<file path="config.mk">
export PLATFORM = sky130hd
export DESIGN_NAME = shswc_top
export DESIGN_NICKNAME = d
export VERILOG_FILES = /design/src/shswc_pkg.sv /design/src/shswc_top.sv /design/src/shswc_stab_cnt.sv
export SDC_FILE = /design/constraint.sdc
export NUM_CORES = 1
export LEC_CHECK = 0
export BUFFER_PORTS_ARGS = -buffer_cell sky130_fd_sc_hd__buf_4
export CAP_MARGIN = 25
export CORE_MARGIN = 4
export CORE_UTILIZATION = 45
export DETAILED_ROUTE_END_ITERATION = 7
export GPL_TIMING_DRIVEN = 0
export PLACE_DENSITY = 0.7
export SKIP_CTS_REPAIR_TIMING = 1
export SLEW_MARGIN = 30
export SYNTH_ARGS = -nofsm -noshare
export SYNTH_HDL_FRONTEND = slang
export SYNTH_SLANG_ARGS = --single-unit
</file>
<file path="constraint.sdc">
create_clock -name REF_CLK_I -period 3.4 [get_ports REF_CLK_I]
set_input_delay 0.51 -clock REF_CLK_I [delete_from_list [all_inputs] [get_ports REF_CLK_I]]
set_output_delay 0.51 -clock REF_CLK_I [all_outputs]
set_load 0.005 [all_outputs]
</file>
<file path="src/shswc_pkg.sv">
// Shared constants and types for the standby halt/stop wait controller
package shswc_pkg;

    // ==========================================================
    // Register map
    localparam logic [15:0] SHSWC_STATUS_ADDR = 16'hffa3;
    localparam logic [15:0] SHSWC_WAIT_SEL_ADDR = 16'hffa4;
    localparam logic [2:0] SHSWC_WAIT_SEL_RST = 3'h5;
    localparam logic [7:0] SHSWC_RD_NONE = 8'h00;

    // ==========================================================
    // Wait codes and counter layout
    localparam int SHSWC_CNT_W = 17;
    localparam int SHSWC_STAT_W = 5;
    localparam logic [4:0] SHSWC_EXP_LONGEST = 5'h10;
    // Status bit 4 marks 2^11 periods, bit 0 marks 2^16 periods
    localparam logic [4:0][4:0] SHSWC_STAT_EXP = {5'h0b, 5'h0d, 5'h0e, 5'h0f, 5'h10};

    function automatic logic [4:0] shswc_wait_exp(input logic [2:0] code);
        logic [4:0] e;
        e = SHSWC_EXP_LONGEST;
        case (code)
            3'h1: e = 5'h0b;
            3'h2: e = 5'h0d;
            3'h3: e = 5'h0e;
            3'h4: e = 5'h0f;
            3'h5: e = 5'h10;
            // Prohibited codes fall back to the longest, safest wait
            default: e = SHSWC_EXP_LONGEST;
        endcase
        return e;
    endfunction

    // ==========================================================
    // Power states and carriers
    typedef enum logic [1:0] {
        SHSWC_RUN = 2'b00,
        SHSWC_HALT = 2'b01,
        SHSWC_STOP = 2'b10,
        SHSWC_STOP_WAIT = 2'b11
    } shswc_state_t;

    typedef struct packed {
        logic [15:0] addr;
        logic wr;
        logic bit_wr;
        logic rd;
        logic [7:0] wdata;
    } shswc_bus_req_t;

    typedef struct packed {
        logic tmr16_en;
        logic evt_en;
        logic h0_en;
        logic h1_en;
        logic wdt_en;
    } shswc_timer_en_t;

    typedef struct packed {
        logic evt_src_ext;
        logic h0_src_evt;
        logic h1_src_rdiv;
    } shswc_timer_src_t;

endpackage

</file>
<file path="src/shswc_top.sv">
// Standby controller: stop-release wait select, stabilisation status, halt gating
//
// How it works
// - Software-writable selection sets high-speed oscillator wait after stop release.
// - Wait holds the CPU only when it runs on high-speed clock.
// - Selection register takes whole-byte writes only; bit writes are ignored.
// - Reset loads selection with 05h, the longest wait.
// - Codes 1..5 give 2^11,2^13,2^14,2^15,2^16 periods; others prohibited.
// - Counter runs only for the selected wait; status shows at most that.
// - Counting starts when oscillation starts, not at stop release.
// - Halt instruction enters halt from either CPU clock.
// - Halt gates the CPU clock; oscillators keep their state.
// - Port output latches hold their values during halt.
// - Halt from high-speed runs all timers, the watchdog only if ring is not stoppable; from ring only listed sources.
`timescale 1ns/1ps
`default_nettype none

module shswc_top (
    // Clock and reset
    input wire logic REF_CLK_I,
    input wire logic SRST_I,
    // CPU memory access
    input wire shswc_pkg::shswc_bus_req_t BUS_REQ_I,
    output logic [7:0] RD_DATA_O,
    // CPU standby instructions and wake
    input wire logic HALT_EXEC_I,
    input wire logic STOP_EXEC_I,
    input wire logic WAKE_I,
    input wire logic CPU_ON_HS_I,
    // Clock generator
    input wire logic HS_OSC_RUN_I,
    input wire logic HS_TICK_I,
    input wire logic RING_STOPPABLE_I,
    output logic HS_OSC_EN_O,
    output logic CPU_CLK_EN_O,
    // Peripheral control
    input wire shswc_pkg::shswc_timer_src_t TIMER_SRC_I,
    output shswc_pkg::shswc_timer_en_t TIMER_EN_O,
    output logic PORT_HOLD_O,
    output logic RETAIN_O,
    output logic STANDBY_O
);
    import shswc_pkg::*;

    typedef struct packed {
        shswc_state_t st;
        logic [2:0] wait_sel;
        logic hs_at_entry;
        logic osc_wait;
        logic stab_run;
        logic cnt_clear;
        logic osc_meta;
        logic osc_sync;
        logic [7:0] rd_data;
        logic hs_osc_en;
        logic cpu_clk_en;
        shswc_timer_en_t tmr_en;
        logic port_hold;
        logic retain;
    } shswc_top_state_t;

    shswc_top_state_t s_q;
    shswc_top_state_t s_d;
    logic [SHSWC_STAT_W-1:0] stat;
    logic cnt_done;
    logic sel_wr;
    logic standby_d;

    // ==========================================================
    // Stabilisation counter
    shswc_stab_cnt u_cnt (
        .clk_i(REF_CLK_I),
        .srst_i(SRST_I),
        .clear_i(s_q.cnt_clear),
        .run_i(s_q.stab_run),
        .tick_i(HS_TICK_I),
        .code_i(s_q.wait_sel),
        .status_o(stat),
        .done_o(cnt_done)
    );

    // ==========================================================
    // Register access
    // byte writes only
    assign sel_wr = BUS_REQ_I.wr && !BUS_REQ_I.bit_wr &&
                    (BUS_REQ_I.addr == SHSWC_WAIT_SEL_ADDR);

    // ==========================================================
    // Next state
    always_comb begin
        s_d = s_q;
        s_d.cnt_clear = 1'b0;
        standby_d = 1'b0;
        // Oscillator start is an analogue event; two flops before use
        s_d.osc_meta = HS_OSC_RUN_I;
        s_d.osc_sync = s_q.osc_meta;

        if (sel_wr) begin
            s_d.wait_sel = BUS_REQ_I.wdata[2:0];
        end

        s_d.rd_data = SHSWC_RD_NONE;
        if (BUS_REQ_I.rd) begin
            if (BUS_REQ_I.addr == SHSWC_WAIT_SEL_ADDR) begin
                s_d.rd_data = {5'h00, s_q.wait_sel};
            end else if (BUS_REQ_I.addr == SHSWC_STATUS_ADDR) begin
                s_d.rd_data = {3'h0, stat};
            end
        end

        if (s_q.osc_wait && s_q.osc_sync) begin
            s_d.osc_wait = 1'b0;
            s_d.stab_run = 1'b1;
        end
        if (s_q.stab_run && cnt_done) begin
            s_d.stab_run = 1'b0;
        end

        case (s_q.st)
            SHSWC_RUN: begin
                if (STOP_EXEC_I) begin
                    s_d.st = SHSWC_STOP;
                    s_d.hs_at_entry = CPU_ON_HS_I;
                    s_d.cnt_clear = 1'b1;
                    s_d.osc_wait = 1'b0;
                    s_d.stab_run = 1'b0;
                end else if (HALT_EXEC_I) begin
                    s_d.st = SHSWC_HALT;
                    s_d.hs_at_entry = CPU_ON_HS_I;
                end
            end
            SHSWC_HALT: begin
                if (WAKE_I) begin
                    s_d.st = SHSWC_RUN;
                end
            end
            SHSWC_STOP: begin
                if (WAKE_I) begin
                    s_d.osc_wait = 1'b1;
                    // hold CPU only on high-speed clock
                    if (s_q.hs_at_entry) begin
                        s_d.st = SHSWC_STOP_WAIT;
                    end else begin
                        s_d.st = SHSWC_RUN;
                    end
                end
            end
            SHSWC_STOP_WAIT: begin
                if (s_q.stab_run && cnt_done) begin
                    s_d.st = SHSWC_RUN;
                end
            end
            default: begin
                s_d.st = SHSWC_RUN;
            end
        endcase

        // Outputs follow the next state so each leaves a flop
        standby_d = (s_d.st != SHSWC_RUN);
        s_d.hs_osc_en = (s_d.st != SHSWC_STOP);
        s_d.cpu_clk_en = !standby_d;
        s_d.port_hold = standby_d;
        s_d.retain = standby_d;

        s_d.tmr_en = '{tmr16_en: 1'b1, evt_en: 1'b1, h0_en: 1'b1, h1_en: 1'b1,
                       wdt_en: 1'b1};
        if (s_d.st == SHSWC_HALT && !s_d.hs_at_entry) begin
            // only guaranteed sources on ring clock
            s_d.tmr_en.tmr16_en = 1'b0;
            s_d.tmr_en.evt_en = TIMER_SRC_I.evt_src_ext;
            s_d.tmr_en.h0_en = TIMER_SRC_I.h0_src_evt;
            s_d.tmr_en.h1_en = TIMER_SRC_I.h1_src_rdiv;
        end else if (s_d.st == SHSWC_STOP || s_d.st == SHSWC_STOP_WAIT) begin
            // Peripherals other than the watchdog have no clock in stop and in the stop-release wait
            s_d.tmr_en.tmr16_en = 1'b0;
            s_d.tmr_en.evt_en = 1'b0;
            s_d.tmr_en.h0_en = 1'b0;
            s_d.tmr_en.h1_en = 1'b0;
        end
        if (standby_d) begin
            s_d.tmr_en.wdt_en = !RING_STOPPABLE_I;
        end
    end

    // ==========================================================
    // State register
    always_ff @(posedge REF_CLK_I) begin
        if (SRST_I) begin
            s_q <= '0;
            s_q.st <= SHSWC_RUN;
            s_q.wait_sel <= SHSWC_WAIT_SEL_RST;
            s_q.hs_osc_en <= 1'b1;
            s_q.cpu_clk_en <= 1'b1;
            s_q.tmr_en <= '1;
        end else begin
            s_q <= s_d;
        end
    end

    // ==========================================================
    // Outputs
    assign RD_DATA_O = s_q.rd_data;
    assign HS_OSC_EN_O = s_q.hs_osc_en;
    assign CPU_CLK_EN_O = s_q.cpu_clk_en;
    assign TIMER_EN_O = s_q.tmr_en;
    assign PORT_HOLD_O = s_q.port_hold;
    assign RETAIN_O = s_q.retain;
    assign STANDBY_O = s_q.retain;

endmodule
`default_nettype wire

</file>
<file path="src/shswc_stab_cnt.sv">
// Oscillation stabilisation counter with threshold status bits
`timescale 1ns/1ps
`default_nettype none

module shswc_stab_cnt (
    // Clock and reset
    input wire logic clk_i,
    input wire logic srst_i,
    // Control
    input wire logic clear_i,
    input wire logic run_i,
    input wire logic tick_i,
    input wire logic [2:0] code_i,
    // Status
    output logic [shswc_pkg::SHSWC_STAT_W-1:0] status_o,
    output logic done_o
);
    import shswc_pkg::*;

    typedef struct packed {
        logic [SHSWC_CNT_W-1:0] cnt;
    } shswc_cnt_state_t;

    shswc_cnt_state_t s_q;
    shswc_cnt_state_t s_d;
    logic [SHSWC_CNT_W-1:0] limit;

    // ==========================================================
    // Limit and status
    // code to wait length
    assign limit = SHSWC_CNT_W'(1) << shswc_wait_exp(code_i);
    assign done_o = (s_q.cnt >= limit);

    genvar k;
    generate
        for (k = 0; k < SHSWC_STAT_W; k++) begin : g_stat
            assign status_o[k] = (s_q.cnt >= (SHSWC_CNT_W'(1) << SHSWC_STAT_EXP[k]));
        end
    endgenerate

    // ==========================================================
    // Counter
    always_comb begin
        s_d = s_q;
        if (clear_i) begin
            s_d.cnt = '0;
        end else if (run_i && tick_i && !done_o) begin
            s_d.cnt = s_q.cnt + SHSWC_CNT_W'(1);
        end
    end

    always_ff @(posedge clk_i) begin
        if (srst_i) begin
            s_q <= '0;
        end else begin
            s_q <= s_d;
        end
    end

endmodule
`default_nettype wire

</file>
==> metrics.md <==
| Metric | Value |
|---|---|
| Initial antenna violation count | 0 |
| Max Fclk | 393 MHz |
| Crit-path max FO | 10 |
| Die ar. | 0.00578 mm² |
| Peak VDD IR | 0.259 mV |
| Post-DP HPWL | 3190 µm |
| First-pass GRT wire length | 7360 µm |
| Most frequent cells in the layout | buf_4, dfxtp_1, nor2_1 |
| Post-Synth XOR/XNOR Area | 0.0421 |
| Layout Nets | 352 |
| Int Pwr | 0.741 mW |
| CTS tree | built |
| CP delay by family, top | simple AND/OR/NAND/NOR gates |
| Synth-to-layout area growth | 24.9% |
| Synth Area in Simple Gates | 0.279 |
| Combinational fraction of design power | 0.144 |
| GRT overflow | 0 |
| Worst slew pin tran | 0.583 ns |
| Critical hold path startpoint | BUS_REQ_I[13] |
| Worst path required time | 3.62 ns |
| First DRT Iteration DRCs | 87 |
| Sum Neg Setup Slack | 0 ns |
| DR WL/cell | 11.8 µm |
| Worst r2r dst | u_cnt.s_q[11] |
| Critical-path top delay cell | nor4b_1 |
| Clock Pin Slew Worst Setup and Hold Paths | 0.07 ns |
| CP arrival | 2.76 ns |
| Min Tclk post-route | 2.54 ns |
| Final Hold Viols | 0 |
| Mapped Cells | 248 |
| Filler cell count | 408 |
| Post-synthesis average cell area | 8.40 µm² |
| Largest net degree at the start of global routing | 12 |
| H-Tree Depth | 2 |
| Core Area | 0.00441 mm² |
| CP dominant cell by count | a21oi_1 |
| Synth Area in Compound Gates | 0.136 |
| Outcome | finished, final reports clean |
| # IOs | 57 |
| Die H | 76.0 µm |
| Via density | 5.14 |
| Most common flop cell mapped by yosys | dfxtp_1 |
| Final setup violation count | 0 |
| Sequential power share | 0.527 |
| Post-synthesis sequential area ratio | 0.394 |
| CP Capture Type | flop |
| Detail Route Antenna Nets | 0 |
| Multi-input logic area | 0.00109 mm² |
| Sw frac | 0.229 |
| Synth Area in Adders | 0.0481 |
| WL final | 4200 µm |
| Vias | 1835 |
| CTS root buf | clkbuf_8 |
| Gr usage total | 0.149 |
| Pleak | 1.03 nW |
| Internal reg-to-reg setup slack | 0.86 ns |
| Ys async rst share | 0 |
| Final period util | 0.748 |
| Worst path cell trace | or3b_2, ha_1, a21oi_1, o21ai_1, clkbuf_1, nor4b_1, nand3b_1, a21oi_1 |
| Final core occ | 0.589 |
| DRC | 0 |
| Fin. max-slew vios | 0 |
| Number of synthesized flops with an enable pin | 0 |
| Vias in the first global route | 1734 |
| Ant. Diodes | 0 |
| Yosys cell types | 49 |
| Max incr delay on CP | 0.59 ns |
| Starting density of the core | 0.472 |
| Worst Hold Endpoint | RD_DATA_O[3] |
| Setup CP Type | reg -> reg |
| Clk sink count | 41 |
| Maxcap violations | 0 |
| Commonest non-fill, non-tap cell in the layout | buf_4 |
| P_sw | 0.220 mW |
| Clock buffer depth | 2 |
| Largest family of logic cells by synthesized area | simple AND/OR/NAND/NOR gates |
| Synthesized area | 0.00208 mm² |
| Drt pass-1 iters | 4 |
| Setup Skew | 0.00539 ns |
| FF+latch count, synth | 41 |
| CTS buffer count | 5 |
| Die width | 76.0 µm |
| Hold depth | 2 |
| Fin worst setup slack | 0.858 ns |
| Syn. warnings | 0 |
| Port Buffer Count | 48 |
| Reg2reg path depth | 8 |
| Worst slack, placed | 0.889 ns |
| RSZ-0062 raised after global routing | no |
| Worst min path class | in -> reg |
| Clock insertion delay at the later pin of the skew report | 0.29 ns |
| Gpl congestion | 0.807 |
| Slew Limit Headroom | 0.606 |
| Sequential cell area | 821 µm² |
| Worst setup SP type | flop |
| Clock power share | 0.329 |
| Post-synthesis mux area share | 0.00962 |
| P per Cell Area | 369 mW/mm² |
| RR Startpoint | s_q[24] |
| Layout cells sized above 1 | 0.256 |
| FP Rows | 24 |
| Critical path buffers and inverters | 1 |
## cells in the mapped netlist, types with 4 or more instances
master,number,area [µm²]
dfxtp_1,41,821
nor2_1,27,101
nand2_1,21,78.8
buf_4,15,113
a21oi_1,14,70.1
o21ai_0,10,50.1
xnor2_1,10,87.6
inv_1,9,33.8
ha_1,8,100
nor4_1,7,43.8
clkbuf_1,6,22.5
or3_1,6,37.5
nand3_1,5,25.0
nand3b_1,5,37.5
nand4_1,5,31.3
a21o_1,4,30.0
nor3_1,4,20.0
or2_2,4,25.0
## cells by family (layout without fill, tap and decap cells)
| family | after synthesis | in the layout |
|---|---|---|
| buffers and inverters | 33 | 88 |
| muxes | 2 | 2 |
| AOI/OAI and AO/OA | 46 | 46 |
| and+or+nand+nor | 106 | 106 |
| DFF | 41 | 41 |
| xor gates and xnor gates | 10 | 10 |
| other | 2 | 4 |
| adders and majority gates | 8 | 8 |
## power groups by stage
| stage | logic (mW) | clock network, mW | registers, mW |
|---|---|---|---|
| floorplan | 0.0719 | 0 | 0.516 |
| global placement | 0.138 | 0 | 0.517 |
| detailed placement | 0.139 | 0 | 0.518 |
| CTS | 0.139 | 0.328 | 0.506 |
| global route | 0.154 | 0.348 | 0.509 |
| finish | 0.138 | 0.316 | 0.506 |
## flip-flops by register name (all words and copies together), names as in the netlist
name	cells
RD_DATA_O	5
s_d	1
TIMER_EN_O	5
s_q	10
HS_OSC_EN_O	1
u_cnt.s_q	17
RETAIN_O	1
CPU_CLK_EN_O	1
## through the flow
stage	instance area, µm²	std cells	hold WS [ns]	power [mW]
detailed placement	2510	350	0.435	0.656
finish	2600	357	0.405	0.961
floorplan	2090	250	0.414	0.588
CTS	2600	357	0.396	0.973
global placement	2510	350	0.417	0.655
global route	2600	357	0.407	1.01
## area by class of cell
cell class | count | area share
clock buffers | 7 | 0.0332
inverters | 9 | 0.0130
flip-flops and latches | 41 | 0.316
plain buffers | 24 | 0.0568
multi-input cells | 176 | 0.418
repair buffers | 48 | 0.139
well taps | 52 | 0.0250
## worst max-delay path by stage
stage	from	end	slack, ns	cells after the start
after detailed placement	s_q[24]	u_cnt.s_q[11]	0.89	8
final	s_q[24]	u_cnt.s_q[11]	0.86	8
after global placement	s_q[24]	u_cnt.s_q[15]	0.89	8
after CTS	s_q[24]	u_cnt.s_q[11]	0.84	8
after floorplan	s_q[24]	u_cnt.s_q[16]	1.15	8
after global routing	s_q[24]	u_cnt.s_q[11]	0.57	8
## layer usage
metal,GRT usage,wire [µm]
met3,0.0449,250
met2,0.248,1960
met1,0.183,1930
met5,0,0
met4,0.0463,51
Note: power is estimated with default switching activity, not from simulation.
